$ cat src/hdl/avc_pkg.sv
package avc_pkg;

    // register addresses on the plain register port
    localparam logic [15:0] ADDR_CONV_CTRL = 16'hFE58;
    localparam logic [15:0] ADDR_CONV_MODE = 16'hFE59;
    localparam logic [15:0] ADDR_RESULT_LO = 16'hFE5A;
    localparam logic [15:0] ADDR_RESULT_HI = 16'hFE5B;
    localparam logic [15:0] ADDR_IRQ_STATUS = 16'hFE5C;
    localparam logic [15:0] ADDR_IRQ_MASK = 16'hFE5D;
    localparam logic [15:0] ADDR_REF_CTRL = 16'hFEC0;
    localparam logic [15:0] ADDR_REF_LOW_TRIM = 16'hFEC1;
    localparam logic [15:0] ADDR_PIN_IN_OFF = 16'hFEC2;
    localparam logic [15:0] ADDR_AMP_CTRL = 16'hFEC3;
    localparam logic [15:0] ADDR_REF_HIGH_TRIM = 16'hFEC6;

    // conversion control register fields
    localparam int CC_CHAN_LSB = 4;
    localparam int CC_RUN_BIT = 2;
    localparam int CC_DONE_BIT = 1;
    localparam int CC_IRQ_EN_BIT = 0;

    // conversion mode and result-low fields
    localparam int MODE_EIGHT_BIT = 6;
    localparam int RLO_TM2_BIT = 0;

    // reference control fields
    localparam int REF_LOW_ON = 7;
    localparam int REF_HIGH_ON = 6;
    localparam int COMP_ON = 5;
    localparam int REF_SRC_SEL = 1;
    localparam int REF_LEVEL_SEL = 0;
    localparam logic [7:0] REF_WR_MASK = 8'hE3;

    // amplifier control fields
    localparam int AMP_ON = 7;
    localparam int AMP_GAIN20 = 6;
    localparam logic [7:0] AMP_WR_MASK = 8'hD7;

    // interrupt status bits
    localparam int IRQ_DONE = 0;
    localparam int IRQ_ABORT = 1;
    localparam int IRQ_BITS = 2;

    // reset values
    localparam logic [7:0] RST_BYTE = 8'h00;

    // conversion time in units of one third of an instruction cycle
    localparam int UNITS_12 = 52;
    localparam int UNITS_8 = 32;
    localparam int UNITS_EXTRA = 2;
    localparam int CNT_W = 24;
    localparam logic [15:0] CONV_VECTOR = 16'h0043;

endpackage

$ cat src/hdl/avc_seq_if.sv
`timescale 1ns/100ps
`default_nettype none

// links the register logic to the conversion timer
interface avc_seq_if;
    logic go;
    logic stop;
    logic eightBit;
    logic [2:0] timeSel;
    logic doubleTime;
    logic busy;
    logic finish;

    modport ctrl (output go, stop, eightBit, timeSel, doubleTime, input busy, finish);
    modport timer (input go, stop, eightBit, timeSel, doubleTime, output busy, finish);
endinterface

`default_nettype wire

$ cat src/hdl/avc_conv_timer.sv
`timescale 1ns/100ps
`default_nettype none

module avc_conv_timer
    import avc_pkg::*;
#(
    parameter int CYC_PER_UNIT = 1
) (
    input wire logic clk, // system clock
    input wire logic rst, // synchronous reset
    avc_seq_if.timer seq // control from the register side
);

    logic [CNT_W-1:0] units;
    logic [CNT_W-1:0] total;
    logic [CNT_W-1:0] remain;
    logic busy;

    // conversion length, latched only when a conversion starts
    always_comb begin
        units = (seq.eightBit ? CNT_W'(UNITS_8) : CNT_W'(UNITS_12)) << seq.timeSel;
        units = units + CNT_W'(UNITS_EXTRA);
        // doubled first time
        if (seq.doubleTime) begin
            units = units << 1;
        end
        total = units * CNT_W'(CYC_PER_UNIT);
    end

    // busy state; an abort wins over a finish in the same cycle
    always_ff @(posedge clk) begin
        if (rst) begin
            busy <= 1'b0;
        // abort on stop
        end else if (seq.stop) begin
            busy <= 1'b0;
        end else if (seq.go && !busy) begin
            busy <= 1'b1;
        end else if (seq.finish) begin
            busy <= 1'b0;
        end
    end

    // down counter of remaining cycles
    always_ff @(posedge clk) begin
        if (rst) begin
            remain <= '0;
        end else if (seq.go && !busy) begin
            remain <= total - CNT_W'(1);
        end else if (busy && remain != '0) begin
            remain <= remain - CNT_W'(1);
        end
    end

    assign seq.busy = busy;
    assign seq.finish = busy && (remain == '0) && !seq.stop;

endmodule

`default_nettype wire

$ cat src/hdl/avc_adc_vref_ctrl.sv
// Overview of operation
// writing run bit zero aborts conversion
// reset clears run bit, halts converter
// completion sets done, clears run together
// done with irq enable requests interrupt
// first twelve-bit conversion after reset doubled
// first twelve-bit after eight-bit switch doubled
// otherwise normal conversion time
// software stops conversion before standby
// bit 7 switches low reference
// bit 6 switches high reference
// comparator needs its enable and low reference
// comparator high while pin below threshold
// high reference drives selected level
// select zero: high off, supply reference
// register disables analog pin digital inputs
// low four bits used, upper are test
// amplifier needs its enable and low reference
// software clears done flag by write
// trim registers drive trim outputs
`timescale 1ns/100ps
`default_nettype none

module avc_adc_vref_ctrl
    import avc_pkg::*;
#(
    parameter int CYC_PER_UNIT = 1
) (
    input wire logic clk, // system clock, 100 MHz
    input wire logic rst, // synchronous reset, active high
    input wire logic [15:0] regAddr, // register address
    input wire logic [7:0] regWrData, // register write data
    input wire logic regWr, // write strobe
    input wire logic regRd, // read strobe
    output logic [7:0] regRdData, // read data, cycle after strobe
    output logic irq, // unmasked status interrupt
    output logic convIrqReq, // request to conversion vector
    input wire logic [11:0] adcResultIn, // converter result bits
    input wire logic compBelowIn, // comparator pin below threshold
    output logic convActive, // converter running
    output logic [3:0] chanSel, // converter input select
    output logic refLowBlockOn, // low reference block on
    output logic refHighBlockOn, // high reference block on
    output logic refLevelHigh, // high reference at upper level
    output logic vrefPinDrive, // reference pin driven
    output logic adcRefFromPin, // converter uses reference pin
    output logic comparatorRun, // comparator running
    output logic comparatorOut, // comparator result
    output logic amplifierRun, // amplifier running
    output logic ampGain20, // amplifier high gain
    output logic [2:0] ampInputSel, // amplifier input switches
    output logic [3:0] pinDigitalInOff, // digital input disables
    output logic [7:0] refLowTrim, // low reference trim
    output logic [7:0] refHighTrim // high reference trim
);

    avc_seq_if seq ();

    logic runBit;
    logic doneFlag;
    logic irqEnable;
    logic [3:0] chanField;
    logic eightBit;
    logic [1:0] timeLow;
    logic timeTop;
    logic firstTwelve;
    logic [7:0] resultHigh;
    logic [3:0] resultLow;
    logic [IRQ_BITS-1:0] irqStatus;
    logic [IRQ_BITS-1:0] irqMask;
    logic [IRQ_BITS-1:0] irqEvents;
    logic [7:0] refCtrl;
    logic [7:0] lowTrim;
    logic [7:0] highTrim;
    logic [7:0] pinOff;
    logic [7:0] ampCtrl;
    logic wrConvCtrl;
    logic wrConvMode;
    logic wrResultLo;
    logic rdStatus;

    // write decode; unmapped writes fall through unseen
    assign wrConvCtrl = regWr && (regAddr == ADDR_CONV_CTRL);
    assign wrConvMode = regWr && (regAddr == ADDR_CONV_MODE);
    assign wrResultLo = regWr && (regAddr == ADDR_RESULT_LO);
    assign rdStatus = regRd && (regAddr == ADDR_IRQ_STATUS);

    // start only from idle; a write of one while running does not restart the timer
    assign seq.go = wrConvCtrl && regWrData[CC_RUN_BIT] && !runBit;
    // clearing run aborts
    assign seq.stop = wrConvCtrl && !regWrData[CC_RUN_BIT] && runBit;
    assign seq.eightBit = eightBit;
    assign seq.timeSel = {timeTop, timeLow};
    // normal time otherwise
    assign seq.doubleTime = firstTwelve && !eightBit;

    avc_conv_timer #(
        .CYC_PER_UNIT(CYC_PER_UNIT)
    ) u_timer (
        .clk(clk),
        .rst(rst),
        .seq(seq)
    );

    // run bit: set by software, dropped by completion or abort
    always_ff @(posedge clk) begin
        // reset halts run
        if (rst) begin
            runBit <= 1'b0;
        // completion clears run
        end else if (seq.finish) begin
            runBit <= 1'b0;
        end else if (wrConvCtrl) begin
            runBit <= regWrData[CC_RUN_BIT];
        end
    end

    // done flag: hardware sets, software clears; the set wins a tie
    always_ff @(posedge clk) begin
        if (rst) begin
            doneFlag <= 1'b0;
        // completion sets done
        end else if (seq.finish) begin
            doneFlag <= 1'b1;
        // cleared by write
        end else if (wrConvCtrl) begin
            doneFlag <= doneFlag & regWrData[CC_DONE_BIT];
        end
    end

    // channel select and interrupt enable fields
    always_ff @(posedge clk) begin
        if (rst) begin
            irqEnable <= 1'b0;
            chanField <= 4'h0;
        end else if (wrConvCtrl) begin
            irqEnable <= regWrData[CC_IRQ_EN_BIT];
            chanField <= regWrData[CC_CHAN_LSB +: 4];
        end
    end

    // resolution and time division fields
    always_ff @(posedge clk) begin
        if (rst) begin
            eightBit <= 1'b0;
            timeLow <= 2'h0;
        end else if (wrConvMode) begin
            eightBit <= regWrData[MODE_EIGHT_BIT];
            timeLow <= regWrData[1:0];
        end
    end

    // top time division bit shares the result-low register
    always_ff @(posedge clk) begin
        if (rst) begin
            timeTop <= 1'b0;
        end else if (wrResultLo) begin
            timeTop <= regWrData[RLO_TM2_BIT];
        end
    end

    // first-conversion marker; only a finished twelve-bit run retires it,
    // so an aborted first conversion still gets the long time next go
    always_ff @(posedge clk) begin
        // armed by reset
        if (rst) begin
            firstTwelve <= 1'b1;
        // armed by mode switch
        end else if (wrConvMode && eightBit && !regWrData[MODE_EIGHT_BIT]) begin
            firstTwelve <= 1'b1;
        end else if (seq.finish && !eightBit) begin
            firstTwelve <= 1'b0;
        end
    end

    // result capture; eight-bit mode leaves the low nibble alone
    always_ff @(posedge clk) begin
        if (rst) begin
            resultHigh <= RST_BYTE;
            resultLow <= 4'h0;
        end else if (seq.finish) begin
            resultHigh <= adcResultIn[11:4];
            if (!eightBit) begin
                resultLow <= adcResultIn[3:0];
            end
        end
    end

    // events for the status register
    assign irqEvents[IRQ_DONE] = seq.finish;
    assign irqEvents[IRQ_ABORT] = seq.stop;

    // sticky status, cleared by reading it; a new event beats the clear
    always_ff @(posedge clk) begin
        if (rst) begin
            irqStatus <= '0;
        end else if (rdStatus) begin
            irqStatus <= irqEvents;
        end else begin
            irqStatus <= irqStatus | irqEvents;
        end
    end

    // interrupt mask
    always_ff @(posedge clk) begin
        if (rst) begin
            irqMask <= '0;
        end else if (regWr && (regAddr == ADDR_IRQ_MASK)) begin
            irqMask <= regWrData[IRQ_BITS-1:0];
        end
    end

    // reference control, reserved bits kept at zero
    always_ff @(posedge clk) begin
        if (rst) begin
            refCtrl <= RST_BYTE;
        end else if (regWr && (regAddr == ADDR_REF_CTRL)) begin
            refCtrl <= regWrData & REF_WR_MASK;
        end
    end

    // trim registers, no decode beyond the address
    always_ff @(posedge clk) begin
        if (rst) begin
            lowTrim <= RST_BYTE;
            highTrim <= RST_BYTE;
        end else if (regWr) begin
            // trim store
            if (regAddr == ADDR_REF_LOW_TRIM) begin
                lowTrim <= regWrData;
            end
            if (regAddr == ADDR_REF_HIGH_TRIM) begin
                highTrim <= regWrData;
            end
        end
    end

    // digital input disable; test bits are stored but drive nothing
    always_ff @(posedge clk) begin
        if (rst) begin
            pinOff <= RST_BYTE;
        // input disable register
        end else if (regWr && (regAddr == ADDR_PIN_IN_OFF)) begin
            pinOff <= regWrData;
        end
    end

    // amplifier control, reserved bits 5 and 3 kept at zero, bit 4 stored
    always_ff @(posedge clk) begin
        if (rst) begin
            ampCtrl <= RST_BYTE;
        end else if (regWr && (regAddr == ADDR_AMP_CTRL)) begin
            ampCtrl <= regWrData & AMP_WR_MASK;
        end
    end

    // read port; data stands only in the cycle after the strobe
    always_ff @(posedge clk) begin
        if (rst) begin
            regRdData <= RST_BYTE;
        end else if (regRd) begin
            unique case (regAddr)
                ADDR_CONV_CTRL: begin
                    regRdData <= {chanField, 1'b0, runBit, doneFlag, irqEnable};
                end
                ADDR_CONV_MODE: begin
                    regRdData <= {1'b0, eightBit, 4'h0, timeLow};
                end
                ADDR_RESULT_LO: begin
                    regRdData <= {resultLow, 3'h0, timeTop};
                end
                ADDR_RESULT_HI: begin
                    regRdData <= resultHigh;
                end
                ADDR_IRQ_STATUS: begin
                    regRdData <= {6'h00, irqStatus};
                end
                ADDR_IRQ_MASK: begin
                    regRdData <= {6'h00, irqMask};
                end
                ADDR_REF_CTRL: begin
                    regRdData <= refCtrl;
                end
                ADDR_REF_LOW_TRIM: begin
                    regRdData <= lowTrim;
                end
                ADDR_PIN_IN_OFF: begin
                    regRdData <= pinOff;
                end
                ADDR_AMP_CTRL: begin
                    regRdData <= ampCtrl;
                end
                ADDR_REF_HIGH_TRIM: begin
                    regRdData <= highTrim;
                end
                default: begin
                    regRdData <= RST_BYTE;
                end
            endcase
        end else begin
            regRdData <= RST_BYTE;
        end
    end

    // interrupt outputs, both levels
    assign irq = |(irqStatus & irqMask);
    // done requests vector
    assign convIrqReq = doneFlag & irqEnable;

    // converter status straight from the timer and the control field
    assign convActive = seq.busy;
    assign chanSel = chanField;

    // reference block controls, registered so the analog side sees clean levels
    always_ff @(posedge clk) begin
        if (rst) begin
            refLowBlockOn <= 1'b0;
            refHighBlockOn <= 1'b0;
            refLevelHigh <= 1'b0;
            vrefPinDrive <= 1'b0;
            adcRefFromPin <= 1'b0;
        end else begin
            // low reference enable
            refLowBlockOn <= refCtrl[REF_LOW_ON];
            // high reference enable
            // high block drives
            // select zero off
            refHighBlockOn <= refCtrl[REF_LOW_ON] & refCtrl[REF_HIGH_ON]
                & refCtrl[REF_SRC_SEL];
            vrefPinDrive <= refCtrl[REF_LOW_ON] & refCtrl[REF_HIGH_ON]
                & refCtrl[REF_SRC_SEL];
            refLevelHigh <= refCtrl[REF_LEVEL_SEL];
            // supply reference
            adcRefFromPin <= refCtrl[REF_SRC_SEL];
        end
    end

    // comparator gating; held low while not running
    always_ff @(posedge clk) begin
        if (rst) begin
            comparatorRun <= 1'b0;
            comparatorOut <= 1'b0;
        end else begin
            // comparator gated
            comparatorRun <= refCtrl[COMP_ON] & refCtrl[REF_LOW_ON];
            // high when below
            comparatorOut <= refCtrl[COMP_ON] & refCtrl[REF_LOW_ON] & compBelowIn;
        end
    end

    // amplifier and pin controls
    always_ff @(posedge clk) begin
        if (rst) begin
            amplifierRun <= 1'b0;
            ampGain20 <= 1'b0;
            ampInputSel <= 3'h0;
            pinDigitalInOff <= 4'h0;
            refLowTrim <= RST_BYTE;
            refHighTrim <= RST_BYTE;
        end else begin
            // amplifier gated
            amplifierRun <= ampCtrl[AMP_ON] & refCtrl[REF_LOW_ON];
            ampGain20 <= ampCtrl[AMP_GAIN20];
            ampInputSel <= ampCtrl[2:0];
            // low four bits
            pinDigitalInOff <= pinOff[3:0];
            // trim outputs
            refLowTrim <= lowTrim;
            refHighTrim <= highTrim;
        end
    end

endmodule

`default_nettype wire

$ cat config.mk
export PLATFORM = sky130hd
export DESIGN_NAME = avc_adc_vref_ctrl
export DESIGN_NICKNAME = d
export VERILOG_FILES = /design/src/hdl/avc_pkg.sv /design/src/hdl/avc_seq_if.sv /design/src/hdl/avc_conv_timer.sv /design/src/hdl/avc_adc_vref_ctrl.sv
export SDC_FILE = /design/constraint.sdc
export NUM_CORES = 1
export LEC_CHECK = 0
export BUFFER_PORTS_ARGS = -buffer_cell sky130_fd_sc_hd__buf_4
export CORE_MARGIN = 2
export CORE_UTILIZATION = 54
export CTS_BUF_LIST = sky130_fd_sc_hd__clkbuf_4 sky130_fd_sc_hd__clkbuf_8
export CTS_CLUSTER_DIAMETER = 100
export DETAILED_ROUTE_END_ITERATION = 10
export GPL_ROUTABILITY_DRIVEN = 0
export PLACE_DENSITY = 0.79
export SYNTH_ARGS = -nofsm -noshare
export SYNTH_HDL_FRONTEND = slang
export SYNTH_HIERARCHICAL = 1
export SYNTH_SLANG_ARGS = --single-unit
$ cat constraint.sdc
create_clock -name clk -period 4 [get_ports clk]
set_clock_uncertainty 0.1 [all_clocks]
set_input_delay 0.2 -clock clk [delete_from_list [all_inputs] [get_ports clk]]
set_output_delay 0.2 -clock clk [all_outputs]
set_load 0.05 [all_outputs]
* Word-level counts from Yosys, hierarchy flattened
Cells that the tools add are included.
** Word-level totals
- Register bits :: 127
- Word-level logic and storage cells :: 107
** Cells by class
- Add/sub/neg operators :: 3
- Equality and inequality tests :: 11
- Shifts and indexed selects :: 1
- Multiplexer cells :: 10
- Bitwise logic cells :: 11
- Reductions and logical operators :: 39
** Operator list (number)
- $eq A16 B16 Y1 const B :: 11
- $pmux W8 S11 :: 1
- $mux W24 :: 3
- $sub A24 B1 Y24 const B :: 2
- $add A24 B2 Y24 const B :: 1
- $logic_not A24 Y1 :: 1
- $reduce_bool A24 Y1 :: 1
- $shl A24 B3 Y24 :: 1
- $logic_and A1 B1 Y1 :: 20
- $reduce_or A2 Y1 :: 5
- $and A1 B1 Y1 :: 7
- $logic_not A1 Y1 :: 6
- $reduce_and A2 Y1 :: 3
- $reduce_bool A2 Y1 :: 3
- $mux W5 :: 1
- $mux W1 :: 4
- $and A2 B2 Y2 :: 1
- $mux W2 :: 1
- $not A1 Y1 :: 2
- $or A2 B2 Y2 :: 1

* Logic depth before layout (Yosys ltp)
Gate-level depths: netlist of the first run.
- Depth after elaboration :: 8
- Depth in mapped cells :: 17
- Depth with buffers taken out :: 11

* Cells and area by module
Netlist of the first run, hierarchy kept.
** By module, submodules not included
- avc_adc_vref_ctrl :: instances 1, cells an instance 394, area an instance 4063.9 um^2, sequential area each 2042.0 um^2
- avc_conv_timer :: instances 1, cells an instance 261, area an instance 2037.0 um^2, sequential area each 500.5 um^2

* Least setup slack after synthesis of the first run
No wires, ideal clock.
- Path kind :: in2reg
- From :: input regAddr[2]
- To :: register u_timer.remain[20]
- Library setup time :: 92 ps
- Arrival time :: 3892 ps
- Data required time :: 3808 ps
- Setup slack :: -85 ps
- Stages :: 17
- Path buffers :: 6
- Cells stage by stage :: buf_6 > or3b_4 > nor4_4 > nand3_2 > nor3b_1 > nand2b_1 > buf_2 > buf_1 > clkbuf_1 > clkbuf_1 > a21boi_0 > ha_1 > nand3_2 > nor4_4 > buf_6 > nand3_1 > o32ai_1
** Between the ends
- Word-level cells in the longest chain between the ends :: 6
** RTL lines
- start, declared :: line avc_adc_vref_ctrl.sv:31 : input wire logic [15:0] regAddr,
- $eq A16 B16 Y1 * :: line avc_adc_vref_ctrl.sv:83 : assign wrConvCtrl = regWr && (regAddr == ADDR_CONV_CTRL);
- $logic_and A1 B1 Y1 * :: line avc_adc_vref_ctrl.sv:83
- $logic_and A1 B1 Y1 * (2 in series) :: line avc_adc_vref_ctrl.sv:89 : assign seq.go = wrConvCtrl && regWrData[CC_RUN_BIT] && !runBit;
- net seq.go :: line avc_seq_if.sv:6 : logic go;
- $logic_and A1 B1 Y1 * :: line avc_conv_timer.sv:48 : end else if (seq.go && !busy) begin
- $mux W24 / $reduce_bool A2 Y1 (equally long branches)
- end signal, assigned :: line avc_conv_timer.sv:49 : remain <= total - CNT_W'(1);
- end signal, assigned :: line avc_conv_timer.sv:51 : remain <= remain - CNT_W'(1);
- end, declared :: line avc_conv_timer.sv:16 : logic [CNT_W-1:0] remain;
Mark *: on every way through the listed nets, which the timed path passes. The rest lies on a longest branch.
A chain may end at the register's enable or synchronous reset.

* Final worst setup path of the first run
- From :: register eightBit
- To :: register u_timer.remain[16]
** RTL lines
- start, declared :: line avc_adc_vref_ctrl.sv:63 : logic eightBit;
- start signal, assigned :: line avc_adc_vref_ctrl.sv:148 : eightBit <= regWrData[MODE_EIGHT_BIT];
- $logic_not A1 Y1
- $logic_and A1 B1 Y1 :: line avc_adc_vref_ctrl.sv:95 : assign seq.doubleTime = firstTwelve && !eightBit;
- net seq.doubleTime :: line avc_seq_if.sv:10 : logic doubleTime;
- $mux W24 :: line avc_conv_timer.sv:24 : if (seq.doubleTime) begin
- $sub A24 B1 Y24 :: line avc_conv_timer.sv:49
- $mux W24 :: line avc_conv_timer.sv:48
The timed path passes the listed nets, and every way through them passes these cells.

==> results.py, run 1 <==
metrics = {
    "run_status": {
        "status": "finished, final reports clean",
    },
    "timing": {
        "tns_ns": 0,
        "hold_viol_final": 0,
        "relSlewSlack_pct": 45.0,
        "setup_violations": 0,
        "rsz0062_at_grt": "no",
        "slew_violations": 0,
        "post-route-period-util_pct": 88.9,
        "worstMarginPinSlew_ns": 0.824,
        "holdWs_ns": 0.0303,
        "final.min_clock_period_ns": 3.55,
        "fmax_mhz": 281,
        "setup_slack_ns": 0.446,
    },
    "clock_network": {
        "post_cts_buffers": 0,
        "clk_latency_ns": 0.43,
        "cts_tree": "yes",
        "clockRootBuffer": "clkbuf_8",
        "clkTransAtPathRegs_ns": 0.08,
        "cts-resized-gates": 0,
        "htreeDepth": 4,
        "cts_buffer_depth": 2,
        "postCtsHoldBufs": 20,
        "cts_num_sinks": 127,
        "cts_buffers": 17,
    },
    "power": {
        "powerDensity_nw_per_um2": 330,
        "p_total_mw": 2.43,
        "p_leak_nw": 3.08,
        "peakVddDrop_v": 0.000209,
    },
    "logic_synthesis": {
        "synthFlopType": "dfxtp_1",
        "ys_top_cells_by_area": "dfxtp_1, mux2i_1, nor2_1",
        "ys_warn_count": 6,
        "synth-edff-count": 0,
        "yosysTopAreaCellShare_pct": 41.7,
        "ys_types": 81,
        "syn_avg_cell_area_um2": 9.31,
        "synth_common_cells": "dfxtp_1, nor2_1, mux2i_1",
        "syn_inst": 655,
        "yosysMostFrequentCell": "dfxtp_1",
        "ys_seq_area_share_pct": 41.7,
        "syn_area_um2": 6100,
        "synthArstFlopShare_pct": 0,
        "synth_area_leader_cell": "dfxtp_1",
        "ys_ff_latch": 127,
        "synth.net_count": 697,
    },
    "cells_and_area": {
        "final_cell_count_no_fill": 895,
        "nFillCells": 885,
        "regArea_um2": 2540,
        "n_antenna_cell": 0,
        "fin_nets": 784,
        "area_growth_pct": 20.5,
        "fin_area_um2": 7350,
        "multi_input_area_um2": 3310,
        "drive_gt1_share_pct": 22.3,
        "final_util_pct": 67.2,
    },
    "worst_setup_path": {
        "reg2reg_slack_ns": 0.45,
        "r2r_end": "u_timer/remain[16]",
        "startpoint_type": "flip-flop",
        "cp_max_fo": 17,
        "crit_start": "eightBit",
        "cp.arrival_ns": 3.77,
        "critical_path_class": "reg -> reg",
        "worst_setup_path_end_kind": "flip-flop",
        "worst_ep_required_time_ns": 4.22,
        "reg2reg_from": "eightBit",
        "worstRegToRegCells": 8,
    },
    "global_route": {
        "antenna_found_initial": 0,
        "grt_pass1_wl_um": 25800,
        "grtUsageMet1_pct": 36.1,
        "grt_pass1_vias": 5114,
        "use_met2_pct": 44.3,
        "grt_max_degree": 64,
        "grt_overflow": 0,
        "grt_util_all_layers_pct": 27.6,
        "grt_util_met3_pct": 5.29,
        "busiest_layer": "met2",
    },
    "detailed_routing": {
        "viasPerCell": 6.17,
        "ant_nets": 0,
        "vias": 5525,
        "wl_per_cell_um": 18.3,
        "firstDrtPassIters": 5,
        "drc_errors": 0,
        "drt_iter0_markers": 548,
        "totalWireLength_um": 16400,
    },
    "worst_hold_path": {
        "hold-path-cell-count": 3,
        "hold_start": "regWrData[1]",
        "whs_endpoint": "highTrim[1]",
        "hold_class": "in -> reg",
    },
    "place": {
        "post-place-ws_ns": 0.149,
        "dp.cells": 843,
        "io_buffers": 87,
        "placed_area_um2": 6780,
        "hpwl_um": 11100,
    },
    "floorplanning": {
        "dieArea_um2": 12200,
        "io-pin-count": 88,
        "dieHeight_um": 110,
        "core_um2": 10900,
        "die_w_um": 110,
        "rows": 38,
        "initial_core_util_pct": 55.8,
    },
    "job": {
        "drv_cap": 0,
    },
}
==> cell families (layout without fill, tap and decap cells) <==
kind of cell	after synthesis	in the layout	synth area share, %
compound gates	109	109	13.6
fa+ha+maj	1	1	0.205
buf+inv	55	155	4.25
xor+xnor	4	4	0.574
mux	79	79	13.8
simple gates	280	280	25.8
flops	127	127	41.7
==> layout make-up <==
class | count | share of cell area [%]
clock buffer | 18 | 3.28
clock inverter | 14 | 1.80
inverter | 6 | 0.306
multi-input combinational | 473 | 45.0
sequential | 127 | 34.6
tap | 140 | 2.38
timing repair buffer | 117 | 12.6
==> worst max-delay path by stage <==
stage	endpoint	slack, ns	cells past startpoint
2_1_floorplan	u_timer/remain[20]	0.04	17
3_5_place_dp	u_timer/remain[16]	0.15	11
5_1_grt	u_timer/remain[16]	0.14	8
3_3_place_gp	u_timer/remain[16]	0.31	11
4_1_cts	u_timer/remain[16]	0.49	8
6_report	u_timer/remain[16]	0.45	8
==> layer usage <==
metal / vias up / share of wire, %
met5: - / 0
met3: 50 / 7.8
li1: 2579 / -
met4: 0 / 3.1
met1: 2629 / 42
met2: 267 / 47
==> placed cells by master, fill, tap and decap left out, types with 5 or more instances in the layout <==
master and n:
a22o_1 9, nand3_1 21, a21oi_1 21, and3_1 12
nor2b_1 35, nor2_1 86, a222oi_1 5, o21ai_0 12
nor4_1 8, a31oi_1 6, dfxtp_1 127, buf_4 97
inv_6 5, clkbuf_8 17, or3_1 6, a32oi_1 8
inv_1 6, mux2_2 10, nand2_1 30, nor3_1 14
mux2i_1 64, and4_1 5, nand4_1 11, dlygate4sd3_1 20
o211ai_1 6
==> power by group <==
part / internal, mW / switching, mW
clock: 0.507 / 0.541
combinational: 0.0506 / 0.0648
sequential: 1.26 / 0.0000229
total: 1.82 / 0.606
==> worst max-delay path: stages (launching register included) <==
cell and delay [ns]:
dfxtp_1 0.49, nor2b_1 0.73, or3b_1 0.29, a21boi_0 0.23
ha_1 0.26, nand3_2 0.16, nor4_4 0.65, nand4_1 0.18
mux2_1 0.35
==> sequential cells by signal, summed over array words and instances, names as in the netlist, 3 cells and up <==
signal and count:
ampCtrl 6, resultHigh 8, refHighTrim 8, lowTrim 8, regRdData 8, refCtrl 5, chanSel 4, resultLow 4
pinDigitalInOff 4, ampInputSel 3, u_timer/remain 24, refLowTrim 8, highTrim 8, pinOff 8
Power figures use the tool's default switching activity.
==> inputs of run 2 (changes only) <==
Settings changed: CORE_MARGIN 2 to 3, CTS_BUF_LIST sky130_fd_sc_hd__clkbuf_4 sky130_fd_sc_hd__clkbuf_8 to sky130_fd_sc_hd__clkbuf_8, TNS_END_PERCENT set to 5.
==> run 2 against run 1 <==
Power decreased by 1.3%. Critical endpoint unchanged. Worst hold slack better by 0.045 ns. Global-route usage fell by 1.4 points. Wire length fell by 1.0%. First-iteration DRC count rose by 1.3%. Combinational power hardly changed. Design area about the same. Largest cell class unchanged. Flip-flop and latch count stayed put. Via count down 0.52%.
==> results.py, run 2 (same netlist as run 1, synthesis figures left out) <==
metrics = {
    "global_route": {
        "grt_overflow": 0,
        "antenna_found_initial": 0,
        "grt_pass1_wl_um": 26700,
        "grt_pass1_vias": 5322,
        "grt_util_all_layers_pct": 26.2,
        "grt_max_degree": 71,
    },
    "power": {
        "p_total_mw": 2.39,
        "p_leak_nw": 3.08,
        "powerDensity_nw_per_um2": 326,
        "peakVddDrop_v": 0.000267,
    },
    "clock_network": {
        "clkTransAtPathRegs_ns": 0.08,
        "clockRootBuffer": "clkbuf_8",
        "cts_num_sinks": 127,
        "cts_buffer_depth": 2,
        "cts_buffers": 17,
        "clk_latency_ns": 0.44,
        "cts-resized-gates": 0,
        "htreeDepth": 4,
        "post_cts_buffers": 0,
        "cts_tree": "yes",
    },
    "detailed_routing": {
        "drt_iter0_markers": 555,
        "totalWireLength_um": 16200,
        "vias": 5496,
        "wl_per_cell_um": 18.1,
        "ant_nets": 0,
        "viasPerCell": 6.13,
        "drc_errors": 0,
        "firstDrtPassIters": 5,
    },
    "worst_setup_path": {
        "cp.arrival_ns": 3.71,
        "path_cells": "buf_4 > or3b_4 > nor4_4 > nand3_2 > nor3b_2 > nand2b_1 > a21boi_0 > ha_1 > nand3_2 > nor4_4 > nand4_1 > mux2_1",
        "crit_slowest_cell": "nor4_4",
        "startpoint_type": "primary input",
        "reg2reg_slack_ns": 0.60,
        "critical_path_class": "in -> reg",
        "cp_max_fo": 14,
        "worst-path-buf-inv": 1,
        "critPathMaxStageDelay_ns": 0.65,
        "cp.depth": 12,
        "worst_ep_required_time_ns": 4.23,
        "worst_setup_path_end_kind": "flip-flop",
        "cp_top_family": "simple AND/OR/NAND/NOR gates",
        "worstRegToRegCells": 8,
    },
    "timing": {
        "rsz0062_at_grt": "no",
        "post-route-period-util_pct": 86.9,
        "setup_violations": 0,
        "slew_violations": 0,
        "final.min_clock_period_ns": 3.47,
        "relSlewSlack_pct": 47.0,
        "fmax_mhz": 288,
        "tns_ns": 0,
        "worstMarginPinSlew_ns": 0.793,
        "hold_viol_final": 0,
    },
    "floorplanning": {
        "core_um2": 10900,
        "die_w_um": 112,
        "rows": 38,
        "dieHeight_um": 112,
        "initial_core_util_pct": 55.8,
        "io-pin-count": 88,
        "dieArea_um2": 12600,
    },
    "cells_and_area": {
        "fin_nets": 785,
        "area_growth_pct": 20.4,
        "nFillCells": 843,
        "largest_register": "u_timer/remain",
        "n_antenna_cell": 0,
        "final_common_cell": "dfxtp_1",
        "largest_reg_flops": 24,
        "layout_common_cells": "dfxtp_1, buf_4, nor2_1",
        "drive_gt1_share_pct": 22.1,
    },
    "worst_hold_path": {
        "hold_class": "in -> reg",
        "hold-path-cell-count": 4,
    },
    "run_status": {
        "status": "finished, final reports clean",
    },
    "place": {
        "hpwl_um": 11300,
        "io_buffers": 87,
    },
    "job": {
        "drv_cap": 0,
    },
}
-- run 2: per-layer routing --
| layer | part of all wire [%] | GRT usage, % | vias up |
|---|---|---|---|
| met5 | 0 | 0 | - |
| met4 | 1.8 | 9.21 | 0 |
| met3 | 7.5 | 6.36 | 31 |
| met2 | 48 | 42.7 | 256 |
| met1 | 42 | 34.0 | 2637 |
| li1 | - | - | 2572 |
-- run 2: worst paths after layout --
kind / startpoint / endpoint
worst max register to register: eightBit / u_timer/remain[16]
worst max-delay path: regAddr[2] / u_timer/remain[16]
worst min register to register: u_timer/remain[23] / u_timer/remain[23]
worst min-delay path: regRd / irqStatus[0]
-- run 2: worst min-delay path: cells and delay by family --
family | cells | cell delay, ns
compound gates | 1 | 0.07
simple gates | 2 | 0.19
buf+inv | 1 | 0.12
-- run 2: metrics by stage --
step                      hold slack [ns]  std cells  cell area, µm²  worst slack (ns)  utilization [%]
final                              0.0749        896            7350             0.526             67.2
after global routing               0.0842        896            7350             0.257             67.2
after CTS                          0.0472        896            7350             0.648             67.2
after detailed placement            0.339        843            6780             0.178             62.0
after global placement              0.333        843            6780             0.293             62.0
after floorplan                     0.244        655            6110            0.0388                -
-- run 2: final cells by class --
cell class / instances / area, µm² / area share (%)
Clock inverter: 15 / 124 / 1.69
Clock buffer: 17 / 234 / 3.18
Timing Repair Buffer: 118 / 938 / 12.8
Tap cell: 140 / 175 / 2.38
Sequential cell: 127 / 2540 / 34.6
Inverter: 6 / 22.5 / 0.307
Multi-Input combinational cell: 473 / 3310 / 45.1
-- run 2: report_power, final --
part	switching [mW]	leakage [nW]	total [mW]	internal (mW)
Combinational	0.0645	1.88	0.116	0.0512
Sequential	0.0000212	1.02	1.26	1.26
Clock	0.569	0.175	1.02	0.446
Total	0.633	3.08	2.39	1.76
-- run 2: what timing repair did --
| action | CTS | global route |
|---|---|---|
| hold buffers | 21 | 0 |
| endpoints found under the setup margin | 0 | 0 |
| endpoints found under the hold margin | 51 | 0 |
